==> src/design/spb_pkg.sv <==
// serial port control and buffer: shared constants
// assumes a single 20 MHz clock and an 8-bit register port
// Functional notes
// - bit 7 of the control register is either the high mode bit or the framing-error flag, picked by error_flag_select.
// - as the framing-error flag, bit 7 is set on an invalid stop bit and stays set until software clears it.
// - mode 00 is synchronous, 8 bits per frame, bit period 6 clocks (6T or filter bit set) or 12 clocks (12T with filter bit clear).
// - mode 01 is asynchronous with a 10-bit frame at the variable baud rate.
// - mode 10 is asynchronous with an 11-bit frame at 32/16 clocks (6T) or 64/32 clocks (12T) per bit.
// - mode 11 is asynchronous with an 11-bit frame at the variable baud rate.
// - in modes 2 and 3 with the filter bit set, receive-done is not raised when the received ninth bit is 0.
// - in mode 1 with the filter bit set, receive-done stays low when the stop bit is invalid.
// - in mode 0 the filter bit picks the shift clock; when clear the port runs at one twelfth of the clock in 12T and one sixth in 6T.
// - the receive-enable bit 4 allows reception when 1 and blocks it when 0.
// - in modes 2 and 3 the transmit ninth bit is sent as the ninth bit; only software changes it.
// - the received ninth bit holds the ninth data bit in modes 2/3, the stop bit in mode 1 with filter clear, nothing in mode 0.
// - transmit-done is set at the end of bit 8 in mode 0 and at the start of the stop bit in modes 1-3; software clears it.
// - receive-done is set at the end of bit 8 in mode 0 and mid stop bit in modes 1-3, subject to the filter; software clears it.
// - the data window holds a receive register for reads and a transmit buffer for writes.
package spb_pkg;
   localparam logic [7:0] SPB_ADDR_CTRL = 8'h98;
   localparam logic [7:0] SPB_ADDR_DATA = 8'h99;
   localparam logic [7:0] SPB_ADDR_AUX  = 8'h9A;
   localparam logic [7:0] SPB_ADDR_STAT = 8'h9B;
   localparam logic [7:0] SPB_ADDR_MASK = 8'h9C;
   localparam int SPB_B_M0  = 7;
   localparam int SPB_B_M1  = 6;
   localparam int SPB_B_SM2 = 5;
   localparam int SPB_B_REN = 4;
   localparam int SPB_B_TB8 = 3;
   localparam int SPB_B_RB8 = 2;
   localparam int SPB_B_TI  = 1;
   localparam int SPB_B_RI  = 0;
   localparam int SPB_A_SEL = 0;
   localparam int SPB_A_T6  = 1;
   localparam int SPB_A_DBL = 2;
   localparam logic [7:0] SPB_CTRL_RST = 8'h00;
   localparam logic [7:0] SPB_AUX_RST  = 8'h00;
   localparam logic [2:0] SPB_EV_W     = 3'h0;
   localparam int SPB_CLK_MHZ = 20;
   localparam int SPB_M0_DIV_12T = 12;
   localparam int SPB_M0_DIV_6T  = 6;
   localparam int SPB_M2_DIV_12T = 64;
   localparam int SPB_M2_DIV_6T  = 32;
   localparam int SPB_SAMPLES = 16;
   typedef enum logic [1:0] {
      SPB_MODE0 = 2'h0,
      SPB_MODE1 = 2'h1,
      SPB_MODE2 = 2'h2,
      SPB_MODE3 = 2'h3
   } spb_mode_t;
endpackage

==> src/design/spb_divider.sv <==
// bit-tick divider: one pulse every div_i enabled clocks
// assumes div_i is at least 1
`timescale 1ns/10ps
`default_nettype none
module spb_divider
   import spb_pkg::*;
#(
   parameter int W = 8
) (
   input  wire logic         mclk_i,
   input  wire logic         rst_i,
   input  wire logic         ce_i,
   input  wire logic         clr_i,
   input  wire logic [W-1:0] div_i,
   output logic              tick_o
);
   logic [W-1:0] cnt_reg;
   always_ff @(posedge mclk_i or posedge rst_i) begin
      if (rst_i) begin
         cnt_reg <= '0;
      end else if (ce_i) begin
         if (clr_i || cnt_reg >= div_i - W'(1)) begin
            cnt_reg <= '0;
         end else begin
            cnt_reg <= cnt_reg + W'(1);
         end
      end
   end
   assign tick_o = ce_i && !clr_i && (cnt_reg >= div_i - W'(1));
endmodule
`default_nettype wire

==> src/design/spb_core.sv <==
// serial port: control register, data window, tx and rx engines
// assumes synchronous pins and an external baud tick for modes 1 and 3
//
// Design decision made here: the strobed register port.
`timescale 1ns/10ps
`default_nettype none
module spb_core
   import spb_pkg::*;
(
   input  wire logic       mclk_i,
   input  wire logic       rst_i,
   input  wire logic       ce_i,
   input  wire logic [7:0] addr_i,
   input  wire logic [7:0] wdata_i,
   input  wire logic       wr_i,
   input  wire logic       rd_i,
   output logic      [7:0] rdata_o,
   input  wire logic       baud_tick_i,
   input  wire logic       rxd_i,
   output logic            rxd_o,
   output logic            rxd_oe_o,
   output logic            txd_o,
   output logic            irq_o
);
   logic [7:0] ctrl_reg;
   logic [7:0] aux_reg;
   logic [7:0] rxbuf_reg;
   logic       fe_reg;
   logic       m0hi_reg;
   logic [2:0] stat_reg;
   logic [2:0] mask_reg;
   logic [7:0] rdata_reg;
   logic [1:0] mode;
   logic       ti_set, ri_set, fe_set, rb8_set, rb8_val;
   logic       wr_ctrl, wr_data;

   assign wr_ctrl = wr_i && addr_i == SPB_ADDR_CTRL;
   assign wr_data = wr_i && addr_i == SPB_ADDR_DATA;
   assign mode    = {m0hi_reg, ctrl_reg[SPB_B_M1]};

   // bit 7 store: routed by error_flag_select
   always_ff @(posedge mclk_i or posedge rst_i) begin
      if (rst_i) begin
         m0hi_reg <= 1'b0;
         fe_reg   <= 1'b0;
      end else if (ce_i) begin
         if (wr_ctrl && !aux_reg[SPB_A_SEL]) begin
            m0hi_reg <= wdata_i[SPB_B_M0];
         end
         if (fe_set) begin
            fe_reg <= 1'b1;
         end else if (wr_ctrl && aux_reg[SPB_A_SEL]) begin
            fe_reg <= wdata_i[SPB_B_M0];
         end
      end
   end

   // control bits 6..0, hardware sets win over software writes
   always_ff @(posedge mclk_i or posedge rst_i) begin
      if (rst_i) begin
         ctrl_reg <= SPB_CTRL_RST;
      end else if (ce_i) begin
         if (wr_ctrl) begin
            ctrl_reg[6:0] <= wdata_i[6:0];
         end
         if (ti_set) begin
            ctrl_reg[SPB_B_TI] <= 1'b1;
         end
         if (ri_set) begin
            ctrl_reg[SPB_B_RI] <= 1'b1;
         end
         if (rb8_set) begin
            ctrl_reg[SPB_B_RB8] <= rb8_val;
         end
      end
   end

   // aux: error select, 6T, double rate; mask and sticky status
   always_ff @(posedge mclk_i or posedge rst_i) begin
      if (rst_i) begin
         aux_reg  <= SPB_AUX_RST;
         mask_reg <= SPB_EV_W;
         stat_reg <= SPB_EV_W;
      end else if (ce_i) begin
         if (wr_i && addr_i == SPB_ADDR_AUX) begin
            aux_reg <= wdata_i;
         end
         if (wr_i && addr_i == SPB_ADDR_MASK) begin
            mask_reg <= wdata_i[2:0];
         end
         stat_reg <= (stat_reg & ~((wr_i && addr_i == SPB_ADDR_STAT) ? wdata_i[2:0] : SPB_EV_W))
                     | {fe_set, ri_set, ti_set};
      end
   end
   assign irq_o = |(stat_reg & mask_reg);

   // read port, data one cycle after the strobe
   always_ff @(posedge mclk_i or posedge rst_i) begin
      if (rst_i) begin
         rdata_reg <= 8'h00;
      end else if (ce_i) begin
         rdata_reg <= 8'h00;
         if (rd_i) begin
            case (addr_i)
               SPB_ADDR_CTRL: rdata_reg <= {aux_reg[SPB_A_SEL] ? fe_reg : m0hi_reg, ctrl_reg[6:0]};
               SPB_ADDR_DATA: rdata_reg <= rxbuf_reg;
               SPB_ADDR_AUX:  rdata_reg <= aux_reg;
               SPB_ADDR_STAT: rdata_reg <= {5'h00, stat_reg};
               SPB_ADDR_MASK: rdata_reg <= {5'h00, mask_reg};
               default:       rdata_reg <= 8'h00;
            endcase
         end
      end
   end
   assign rdata_o = rdata_reg;

   // bit-period divider: mode 0 and mode 2 fixed rates
   logic [6:0] div_val;
   logic       fix_tick, tick;
   logic       busy_any;
   always_comb begin
      if (mode == SPB_MODE0) begin
         // filter bit clear gives 1/12 (1/6 with the 6T bit), set gives the fast 6T rate
         div_val = (ctrl_reg[SPB_B_SM2] || aux_reg[SPB_A_T6]) ? 7'(SPB_M0_DIV_6T) : 7'(SPB_M0_DIV_12T);
      end else begin
         div_val = aux_reg[SPB_A_T6] ? (aux_reg[SPB_A_DBL] ? 7'(SPB_M2_DIV_6T / 2) : 7'(SPB_M2_DIV_6T))
                 : (aux_reg[SPB_A_DBL] ? 7'(SPB_M2_DIV_12T / 2) : 7'(SPB_M2_DIV_12T));
         div_val = mode == SPB_MODE2 ? 7'(int'(div_val) / SPB_SAMPLES) : 7'h01;
      end
   end
   spb_divider #(.W(7)) u_div (
      .mclk_i (mclk_i),
      .rst_i  (rst_i),
      .ce_i   (ce_i),
      .clr_i  (!busy_any),
      .div_i  (div_val),
      .tick_o (fix_tick)
   );
   // modes 1/3 use 16x sample tick from the baud input, mode 2 the divided one
   assign tick = (mode == SPB_MODE1 || mode == SPB_MODE3) ? baud_tick_i : fix_tick;

   // transmitter
   typedef enum logic [2:0] {
      SPB_TX_IDLE = 3'b001,
      SPB_TX_SHIFT = 3'b010,
      SPB_TX_STOP = 3'b100
   } spb_tx_t;
   spb_tx_t    tx_state_reg;
   logic [8:0] tx_sh_reg;
   logic [3:0] tx_cnt_reg;
   logic [3:0] tx_sub_reg;
   logic       txd_reg;
   logic [3:0] nbits;
   logic [3:0] tx_last;
   logic       tx_step;
   assign nbits   = (mode == SPB_MODE2 || mode == SPB_MODE3) ? 4'h9 : 4'h8;
   // mode 0 shows bit 0 at the write, so its last step ends the eighth bit
   assign tx_last = mode == SPB_MODE0 ? 4'h7 : nbits;
   assign tx_step = tick && (mode == SPB_MODE0 || tx_sub_reg == 4'hF);
   assign ti_set  = ce_i && tx_step && tx_state_reg == SPB_TX_SHIFT && tx_cnt_reg == tx_last;

   always_ff @(posedge mclk_i or posedge rst_i) begin
      if (rst_i) begin
         tx_state_reg <= SPB_TX_IDLE;
         tx_sh_reg    <= 9'h1FF;
         tx_cnt_reg   <= 4'h0;
         tx_sub_reg   <= 4'h0;
         txd_reg      <= 1'b1;
      end else if (ce_i) begin
         if (tick && mode != SPB_MODE0) begin
            tx_sub_reg <= tx_sub_reg + 4'h1;
         end
         case (tx_state_reg)
            SPB_TX_IDLE: begin
               if (wr_data) begin
                  tx_sh_reg    <= {ctrl_reg[SPB_B_TB8], wdata_i};
                  tx_cnt_reg   <= 4'h0;
                  tx_sub_reg   <= 4'h0;
                  txd_reg      <= mode == SPB_MODE0 ? wdata_i[0] : 1'b0;
                  tx_state_reg <= SPB_TX_SHIFT;
               end
            end
            SPB_TX_SHIFT: begin
               if (tx_step) begin
                  if (tx_cnt_reg == tx_last) begin
                     txd_reg      <= 1'b1;
                     tx_state_reg <= mode == SPB_MODE0 ? SPB_TX_IDLE : SPB_TX_STOP;
                  end else begin
                     txd_reg    <= mode == SPB_MODE0 ? tx_sh_reg[1] : tx_sh_reg[0];
                     tx_sh_reg  <= {1'b1, tx_sh_reg[8:1]};
                     tx_cnt_reg <= tx_cnt_reg + 4'h1;
                  end
               end
            end
            SPB_TX_STOP: begin
               if (tx_step) begin
                  tx_state_reg <= SPB_TX_IDLE;
               end
            end
            default: tx_state_reg <= SPB_TX_IDLE;
         endcase
      end
   end
   assign txd_o = txd_reg;

   // receiver
   typedef enum logic [2:0] {
      SPB_RX_IDLE = 3'b001,
      SPB_RX_DATA = 3'b010,
      SPB_RX_STOP = 3'b100
   } spb_rx_t;
   spb_rx_t    rx_state_reg;
   logic [8:0] rx_sh_reg;
   logic [3:0] rx_cnt_reg;
   logic [3:0] rx_sub_reg;
   logic       rxd_prev_reg;
   logic       rx_mid, rx_fin, stop_ok, keep;
   assign rx_mid  = tick && (mode == SPB_MODE0 || rx_sub_reg == 4'h7);
   assign rx_fin  = ce_i && rx_state_reg == SPB_RX_STOP && rx_mid;
   assign stop_ok = rxd_i;
   always_comb begin
      keep = 1'b1;
      if (ctrl_reg[SPB_B_SM2] && (mode == SPB_MODE2 || mode == SPB_MODE3)) begin
         keep = rx_sh_reg[8];
      end else if (ctrl_reg[SPB_B_SM2] && mode == SPB_MODE1) begin
         keep = stop_ok;
      end
   end
   assign ri_set  = (rx_fin && keep) ||
                    (ce_i && mode == SPB_MODE0 && rx_state_reg == SPB_RX_DATA && rx_mid && rx_cnt_reg == 4'h7);
   assign fe_set  = rx_fin && !stop_ok;
   assign rb8_set = rx_fin && keep && mode != SPB_MODE0 && !(mode == SPB_MODE1 && ctrl_reg[SPB_B_SM2]);
   assign rb8_val = mode == SPB_MODE1 ? stop_ok : rx_sh_reg[8];
   assign busy_any = tx_state_reg != SPB_TX_IDLE || rx_state_reg != SPB_RX_IDLE;

   always_ff @(posedge mclk_i or posedge rst_i) begin
      if (rst_i) begin
         rx_state_reg <= SPB_RX_IDLE;
         rx_sh_reg    <= 9'h000;
         rx_cnt_reg   <= 4'h0;
         rx_sub_reg   <= 4'h0;
         rxbuf_reg    <= 8'h00;
         rxd_prev_reg <= 1'b1;
      end else if (ce_i) begin
         rxd_prev_reg <= rxd_i;
         if (tick && mode != SPB_MODE0) begin
            rx_sub_reg <= rx_sub_reg + 4'h1;
         end
         case (rx_state_reg)
            SPB_RX_IDLE: begin
               if (ctrl_reg[SPB_B_REN]) begin
                  if (mode == SPB_MODE0 && !ctrl_reg[SPB_B_RI] && !wr_ctrl) begin
                     rx_state_reg <= SPB_RX_DATA;
                     rx_cnt_reg   <= 4'h0;
                  // start needs a falling edge: a line held low after a bad stop bit must not refire
                  end else if (mode != SPB_MODE0 && rxd_prev_reg && !rxd_i) begin
                     rx_state_reg <= SPB_RX_DATA;
                     rx_cnt_reg   <= 4'h0;
                     rx_sub_reg   <= 4'h0;
                  end
               end
            end
            SPB_RX_DATA: begin
               if (rx_mid) begin
                  rx_sh_reg  <= {rxd_i, rx_sh_reg[8:1]};
                  rx_cnt_reg <= rx_cnt_reg + 4'h1;
                  if (mode == SPB_MODE0 && rx_cnt_reg == 4'h7) begin
                     rxbuf_reg    <= {rxd_i, rx_sh_reg[8:2]};
                     rx_state_reg <= SPB_RX_IDLE;
                  end else if (mode != SPB_MODE0 && rx_cnt_reg == 4'h0 && rxd_i) begin
                     rx_state_reg <= SPB_RX_IDLE;
                  end else if (mode != SPB_MODE0 && rx_cnt_reg == nbits) begin
                     rx_state_reg <= SPB_RX_STOP;
                  end
               end
            end
            SPB_RX_STOP: begin
               if (rx_mid) begin
                  if (keep) begin
                     rxbuf_reg <= nbits == 4'h9 ? rx_sh_reg[7:0] : rx_sh_reg[8:1];
                  end
                  rx_state_reg <= SPB_RX_IDLE;
               end
            end
            default: rx_state_reg <= SPB_RX_IDLE;
         endcase
      end
   end
   // mode 0 drives the clock-shift data line only when transmitting
   assign rxd_o    = txd_reg;
   assign rxd_oe_o = mode == SPB_MODE0 && tx_state_reg == SPB_TX_SHIFT;

   AST_TI_SET: assert property (@(posedge mclk_i) disable iff (rst_i)
      ti_set |=> ctrl_reg[SPB_B_TI]) else $error("transmit done not set");
   AST_RI_FILTER: assert property (@(posedge mclk_i) disable iff (rst_i)
      rx_fin && ctrl_reg[SPB_B_SM2] && (mode == SPB_MODE2 || mode == SPB_MODE3) && !rx_sh_reg[8]
      && !ctrl_reg[SPB_B_RI] && !wr_ctrl
      |=> !ctrl_reg[SPB_B_RI]) else $error("filtered frame raised receive done");
   AST_FE_STICKY: assert property (@(posedge mclk_i) disable iff (rst_i)
      fe_set |=> fe_reg) else $error("frame error not set");
   AST_NO_REN: assert property (@(posedge mclk_i) disable iff (rst_i)
      rx_state_reg == SPB_RX_IDLE && !ctrl_reg[SPB_B_REN] |=> rx_state_reg == SPB_RX_IDLE)
      else $error("reception while disabled");
   AST_TX_START: assert property (@(posedge mclk_i) disable iff (rst_i)
      ce_i && wr_data && tx_state_reg == SPB_TX_IDLE |=> tx_state_reg == SPB_TX_SHIFT)
      else $error("write did not start frame");
   AST_RB8_STOP: assert property (@(posedge mclk_i) disable iff (rst_i)
      rx_fin && mode == SPB_MODE1 && !ctrl_reg[SPB_B_SM2] |=> ctrl_reg[SPB_B_RB8] == $past(stop_ok))
      else $error("stop bit not stored");
   AST_TI_STOP: assert property (@(posedge mclk_i) disable iff (rst_i)
      ti_set && mode != SPB_MODE0 |=> txd_reg) else $error("stop level missing at transmit done");
endmodule
`default_nettype wire

==> config.mk <==
export PLATFORM = sky130hd
export DESIGN_NAME = spb_core
export DESIGN_NICKNAME = d
export VERILOG_FILES = /design/src/design/spb_pkg.sv /design/src/design/spb_divider.sv /design/src/design/spb_core.sv
export SDC_FILE = /design/constraint.sdc
export NUM_CORES = 1
export LEC_CHECK = 0
export ABC_AREA = 1
export BUFFER_PORTS_ARGS = -buffer_cell sky130_fd_sc_hd__clkbuf_2
export CORE_AREA = 2 2 95 97
export DETAILED_ROUTE_END_ITERATION = 12
export DIE_AREA = 0 0 97 99
export GPL_ROUTABILITY_DRIVEN = 0
export GPL_TIMING_DRIVEN = 0
export PLACE_DENSITY = 0.8
export SYNTH_ARGS = -nofsm -noshare
export SYNTH_HDL_FRONTEND = slang
export SYNTH_SLANG_ARGS = --single-unit
==> constraint.sdc <==
create_clock -name mclk_i -period 7.8 [get_ports mclk_i]
set_input_delay 0.39 -clock mclk_i [delete_from_list [all_inputs] [get_ports mclk_i]]
set_output_delay 0.39 -clock mclk_i [all_outputs]
set_load 0.01 [all_outputs]
# After elaboration in Yosys (flattened, before gate mapping)
# Cells that the tools add are included.
# word_totals
ramBits,0
latchBits,0
inputBits,23
ff_bits,88
word_cells,214
output_inout_bits,12
romBits,0
memories,0
# op_classes
n_shift,0
n_div,0
magnitude_cmp,1
addsub,6
eq_ne,34
n_reduce_logical,76
multipliers,0
bitwise,4
mux,71
# ops
operator,count
$mux 4,18
$mux 3,16
$mux 8,6
$eq 8x8->1 const B,5
$pmux 8 s5,1
$logic_and 1x1->1,36
$mux 9,3
$mux 7,3
$ne 2x2->1 const B,9
$pmux 3 s3,2
$pmux 9 s2,1
$add 4x1->4 const B,4
$mux 1,16
$pmux 4 s2,2
$pmux 8 s2,1
$reduce_and 2->1,8
$reduce_bool 2->1,8
$reduce_and 5->1,3
$reduce_and 6->1,2
$eq 4x3->1 const B,2
$eq 4x4->1,2
$eq 4x4->1 const B,2
$logic_or 1x1->1,8
$add 7x1->7 const B,1
other kinds (22),33

# Longest topological paths before layout
# logic_depth
ltp_word,15
mapped_depth,25
mapped_depth_nobuf,24

# Hierarchy
# A second synthesis with hierarchy kept.
# unflattened
cells_unflattened,715
hier_area_um2,5128.7
# modules_own_cells
module,seq_area_each_um2,n_inst,cells_per_inst,area_each_um2
spb_core,2043.2,1,621,4458.0
spb_divider,175.2,1,94,670.6

# Worst setup path after synthesis
# OpenSTA, ideal clock, no wires.
# synth_path
kind,reg-to-reg
start,reg m0hi_reg
end,reg tx_cnt_reg[3]
path_slack_ns,5.018
n_path_buf,3
required_time_ns,7.683
path_stages_with_launch,23
period_less_slack_ns,2.782
arrival_ns,2.664
setup_ns,0.117
path_cell_list,dfrtp_1 -> buf_2 -> inv_2 -> nand2_2 -> buf_2 -> o21ai_0 -> nor2_1 -> inv_1 -> nor2_1 -> inv_1 -> ha_1 -> nand2_1 -> a21oi_1 -> nor2_1 -> nand2_1 -> nand2_1 -> nand2_4 -> nand2_2 -> a21oi_4 -> nand3_2 -> buf_6 -> nand2_1 -> nand2_1
# synth_via
elab_chain_cells,10
elab_cells_between_ends,20
cone_classes,add/sub: 1; order compare: 1; eq/ne: 6; mux: 5; reduce/logical: 7
# synth_rtl
element,line,rtl
from (decl),spb_core.sv:29,logic m0hi_reg;
from (signal assigned),spb_core.sv:48,m0hi_reg <= wdata_i[SPB_B_M0];
$eq 2x2->1,"spb_core.sv:128, spb_core.sv:156",
$mux 3,spb_core.sv:128,div_val = mode == SPB_MODE2 ? 7'(int'(div_val) / SPB_SAMPLES) : 7'h01;
$mux 4,spb_core.sv:122,if (mode == SPB_MODE0) begin
$sub 4x1->5,spb_divider.sv:29,assign tick_o = ce_i && !clr_i && (cnt_reg >= div_i - W'(1));
$ge 7x7->1,spb_divider.sv:29,
$logic_and 1x1->1,spb_divider.sv:29,
$mux 1,spb_core.sv:140,assign tick = (mode == SPB_MODE1 || mode == SPB_MODE3) ? baud_tick_i : fix_tick;
$logic_and 1x1->1,spb_core.sv:159,assign tx_step = tick && (mode == SPB_MODE0 || tx_sub_reg == 4'hF);
$ne 2x2->1 (no source line),n/a,
$reduce_and 5->1 (no source line) (*),n/a,
to (signal assigned),spb_core.sv:191,tx_cnt_reg <= tx_cnt_reg + 4'h1;
to (decl),spb_core.sv:150,logic [3:0] tx_cnt_reg;
# Every way passes the cells marked *; elsewhere a longest branch is shown, timed or not.
# A chain may end at the register's enable or synchronous reset.

# Worst setup path in the final report
# layout_path
start,reg m0hi_reg
end,reg rxbuf_reg[7]
# layout_via
elab_chain_cells,10
elab_cells_between_ends,30
cone_classes,add/sub: 1; order compare: 1; eq/ne: 8; mux: 10; reduce/logical: 10
# layout_rtl
element,line,rtl
$eq 2x2->1,"spb_core.sv:128, spb_core.sv:156, spb_core.sv:223",
$mux 3,spb_core.sv:128,
$mux 4,spb_core.sv:122,
$sub 4x1->5,spb_divider.sv:29,
$ge 7x7->1,spb_divider.sv:29,
$logic_and 1x1->1,spb_divider.sv:29,
$mux 1,spb_core.sv:140,
$logic_and 1x1->1,spb_core.sv:218,assign rx_mid = tick && (mode == SPB_MODE0 || rx_sub_reg == 4'h7);
$ne 2x2->1 (no source line),n/a,
$reduce_and 6->1 (no source line),n/a,
to (signal assigned),spb_core.sv:268,"rxbuf_reg <= {rxd_i, rx_sh_reg[8:2]};"
to (signal assigned),spb_core.sv:280,rxbuf_reg <= nbits == 4'h9 ? rx_sh_reg[7:0] : rx_sh_reg[8:1];
to (decl),spb_core.sv:27,logic [7:0] rxbuf_reg;
# Several ways; a longest one is shown, not always the timed one. The select of a mux whose other input is x is not followed.

==> flow_metrics.env <==
export IMPL_fin_ws_ns=4.367
export IMPL_wl_um=12060
export IMPL_grt_overflow_total=0
export IMPL_slowest_stage="dfrtp_1"
export IMPL_fmax_mhz=291.3
export IMPL_cpPeakStageDelay_ns=0.33
export IMPL_areaGrowthSynthToFinish_pct=10.46
export IMPL_crit_type="reg -> reg"
export IMPL_cts_sinks=88
export IMPL_post_cts_setup_buffers=0
export IMPL_firstDrtPassIters=5
export IMPL_cts_root_buf="clkbuf_8"
export IMPL_cp_data_required_time_ns=8.06
export IMPL_grt_setup_unrepaired="false"
export IMPL_synth_nets=702
export IMPL_grt_use_total=0.2655
export IMPL_final_hold_violation_count=0
export IMPL_ys_ff_latch=88
export IMPL_rows=34
export IMPL_synthDistinctLibCells=41
export IMPL_fin_util=0.6472
export IMPL_startpoint_type="register"
export IMPL_htree_levels=3
export IMPL_drtIter0Drc=370
export IMPL_drv_cap=0
export IMPL_syn_avg_cell_area_um2=7.545
export IMPL_end_kind="register"
export IMPL_grt_max_degree=72
export IMPL_grt_pass1_vias=4492
export IMPL_cp_max_fo=10
export IMPL_slew_limit_headroom=0.4806
export IMPL_final_common_cell="nand2_1"
export IMPL_hold_path_class="in -> reg"
export IMPL_status="complete, no violations"
export IMPL_insertedDiodeCount=0
export IMPL_synth_main_ff_cell="dfrtp_1"
export IMPL_cts_tree="yes"
export IMPL_dr_total_vias=4618
export IMPL_clk_pin_slew_ns=0.10
export IMPL_place_ws_ns=4.421
export IMPL_core_area_um2=8551
export IMPL_die_w_um=97
export IMPL_crit_top_cell="nand2_1"
export IMPL_initial_core_util=0.5859
export IMPL_setup_viol=0
export IMPL_ios=35
export IMPL_numCtsBuffers=9
export IMPL_yosysWarningCount=0
export IMPL_fp_dieH_um=99
export IMPL_setup_tns_ns=0
export IMPL_fin_crit_sh=0.4401
export IMPL_yosysSeqAreaShare=0.4428
export IMPL_synth_edf_count=0
export IMPL_worstPathArrival_ns=3.69
export IMPL_routedWlPerCell_um=14.63
export IMPL_drc=0
export IMPL_clock_latency_ns=0.37
export IMPL_leakagePower_uw=0.002783
export IMPL_portBuffers=34
export IMPL_fin_crit_ns=3.433
export IMPL_die_area_um2=9603
export IMPL_place_hpwl_um=9033
export IMPL_netlist_area_um2=5010
export IMPL_clk_path_buf_depth=2
export IMPL_viasPerCell=5.604
export IMPL_async_flop_share=1.000
export IMPL_skew_ns=0.01126
export IMPL_ant_nets=0
export IMPL_path_buf_inv=6
export IMPL_fin_nets=749
export IMPL_drv_slew=0
export IMPL_crit_family="simple AND/OR/NAND/NOR gates"
export IMPL_ir_drop_uv=130.9
export IMPL_holdWs_ns=0.2578
export IMPL_drive_above_1_share=0.1341
export IMPL_grt_pass1_wl_um=20810
export IMPL_final_cell_mix="nand2_1, inv_1, dfrtp_1, o21ai_0, nor2_1"
export IMPL_worst_slew_pin_slew_ns=0.7720
export IMPL_crit_chain="buf_2 -> inv_2 -> nand2_2 -> buf_2 -> o21ai_0 -> nor2_1 -> inv_1 -> nor2_1 -> inv_1 -> ha_1 -> nand2_1 -> a21oi_1 -> nor2_1 -> nand2_1 -> nand2_1 -> nand2_4 -> nand2_2 -> nor2_4 -> nand2_1 -> nand2_1 -> inv_1 -> nand2_1 -> nand2_1"
export IMPL_synthCells=664
export IMPL_power_per_cell_area_nw_per_um2=235.9
export IMPL_antenna_found_initial=0
export IMPL_ctsResizeCount=0
==> worst paths after layout <==
check                           endpoint  slack [ns]  depth (start not counted)         start
max                         rxbuf_reg[7]        4.37                         23      m0hi_reg
min                          ctrl_reg[3]        0.26                          3    wdata_i[3]
max reg2reg                 rxbuf_reg[7]        4.37                         23      m0hi_reg
min reg2reg                 tx_sh_reg[4]        0.47                          2  tx_sh_reg[4]
max in group asynchronous   rxd_prev_reg        6.66                          4         rst_i
min in group asynchronous  rx_sub_reg[3]        0.49                          3         rst_i
==> tightest hold or removal path, cell delays in order <==
cell and delay [ns]:
clkbuf_2 0.10, nand2_1 0.05, o21ai_0 0.06
==> synth_stat cells (5+ instances only) <==
library cell	n	area, µm²
a21oi_1	16	80.08
clkbuf_1	9	33.78
dfrtp_1	75	1877
dfstp_2	13	341.6
ha_1	15	187.7
inv_1	77	289.0
nand2_1	206	773.2
nand2_2	5	31.28
nand3_1	29	145.1
nand4_1	16	100.1
nor2_1	47	176.4
nor3_1	6	30.03
o211ai_1	8	60.06
o21ai_0	67	335.3
o21ai_1	15	75.07
xor2_1	7	61.31
==> cell type report <==
class / instances / area [µm²]
inverter: 81 / 306.5
fill: 738 / 3017
clock buffer: 9 / 123.9
timing repair buffer: 36 / 207.7
buffer: 18 / 98.84
sequential: 88 / 2218
multi-input combinational: 477 / 2389
clock inverter: 7 / 55.05
tap: 108 / 135.1
==> routing by layer <==
| layer | part of all wire | routed length [µm] | GRT usage |
|---|---|---|---|
| met3 | 0.052 | 622 | 0.03333 |
| met1 | 0.45 | 5455 | 0.3698 |
| met4 | 0.020 | 238 | 0.09859 |
| met2 | 0.48 | 5741 | 0.4306 |
| met5 | 0 | 0 | 0 |
==> cells by family after synthesis <==
family | Yosys count | synth area share
compound gates | 123 | 0.1381
fa+ha+maj | 15 | 0.03746
simple gates | 329 | 0.2837
flops | 88 | 0.4428
xor+xnor | 10 | 0.01748
buf+inv | 99 | 0.08042
==> through the flow <==
stage                     area [µm²]  power (µW)  instances
after global routing            5534        1395        824
after detailed placement        5345        1008        807
after global placement          5315       987.1        806
final                           5534        1305        824
after CTS                       5534        1304        824
after floorplan                 5010       905.7        664
==> where the power goes <==
group          total (µW)  internal, µW  leakage [µW]  switching (µW)
Combinational         391           131       0.00157             260
Sequential            616           548       0.00112            67.7
Clock                 299           120     0.0000919             179
==> timing repair <==
action,4_1_cts,5_1_grt
hold buffers,1,0
hold endpoints to repair,16,0
setup endpoints to repair,0,0
(Power assumes the default switching activity.)
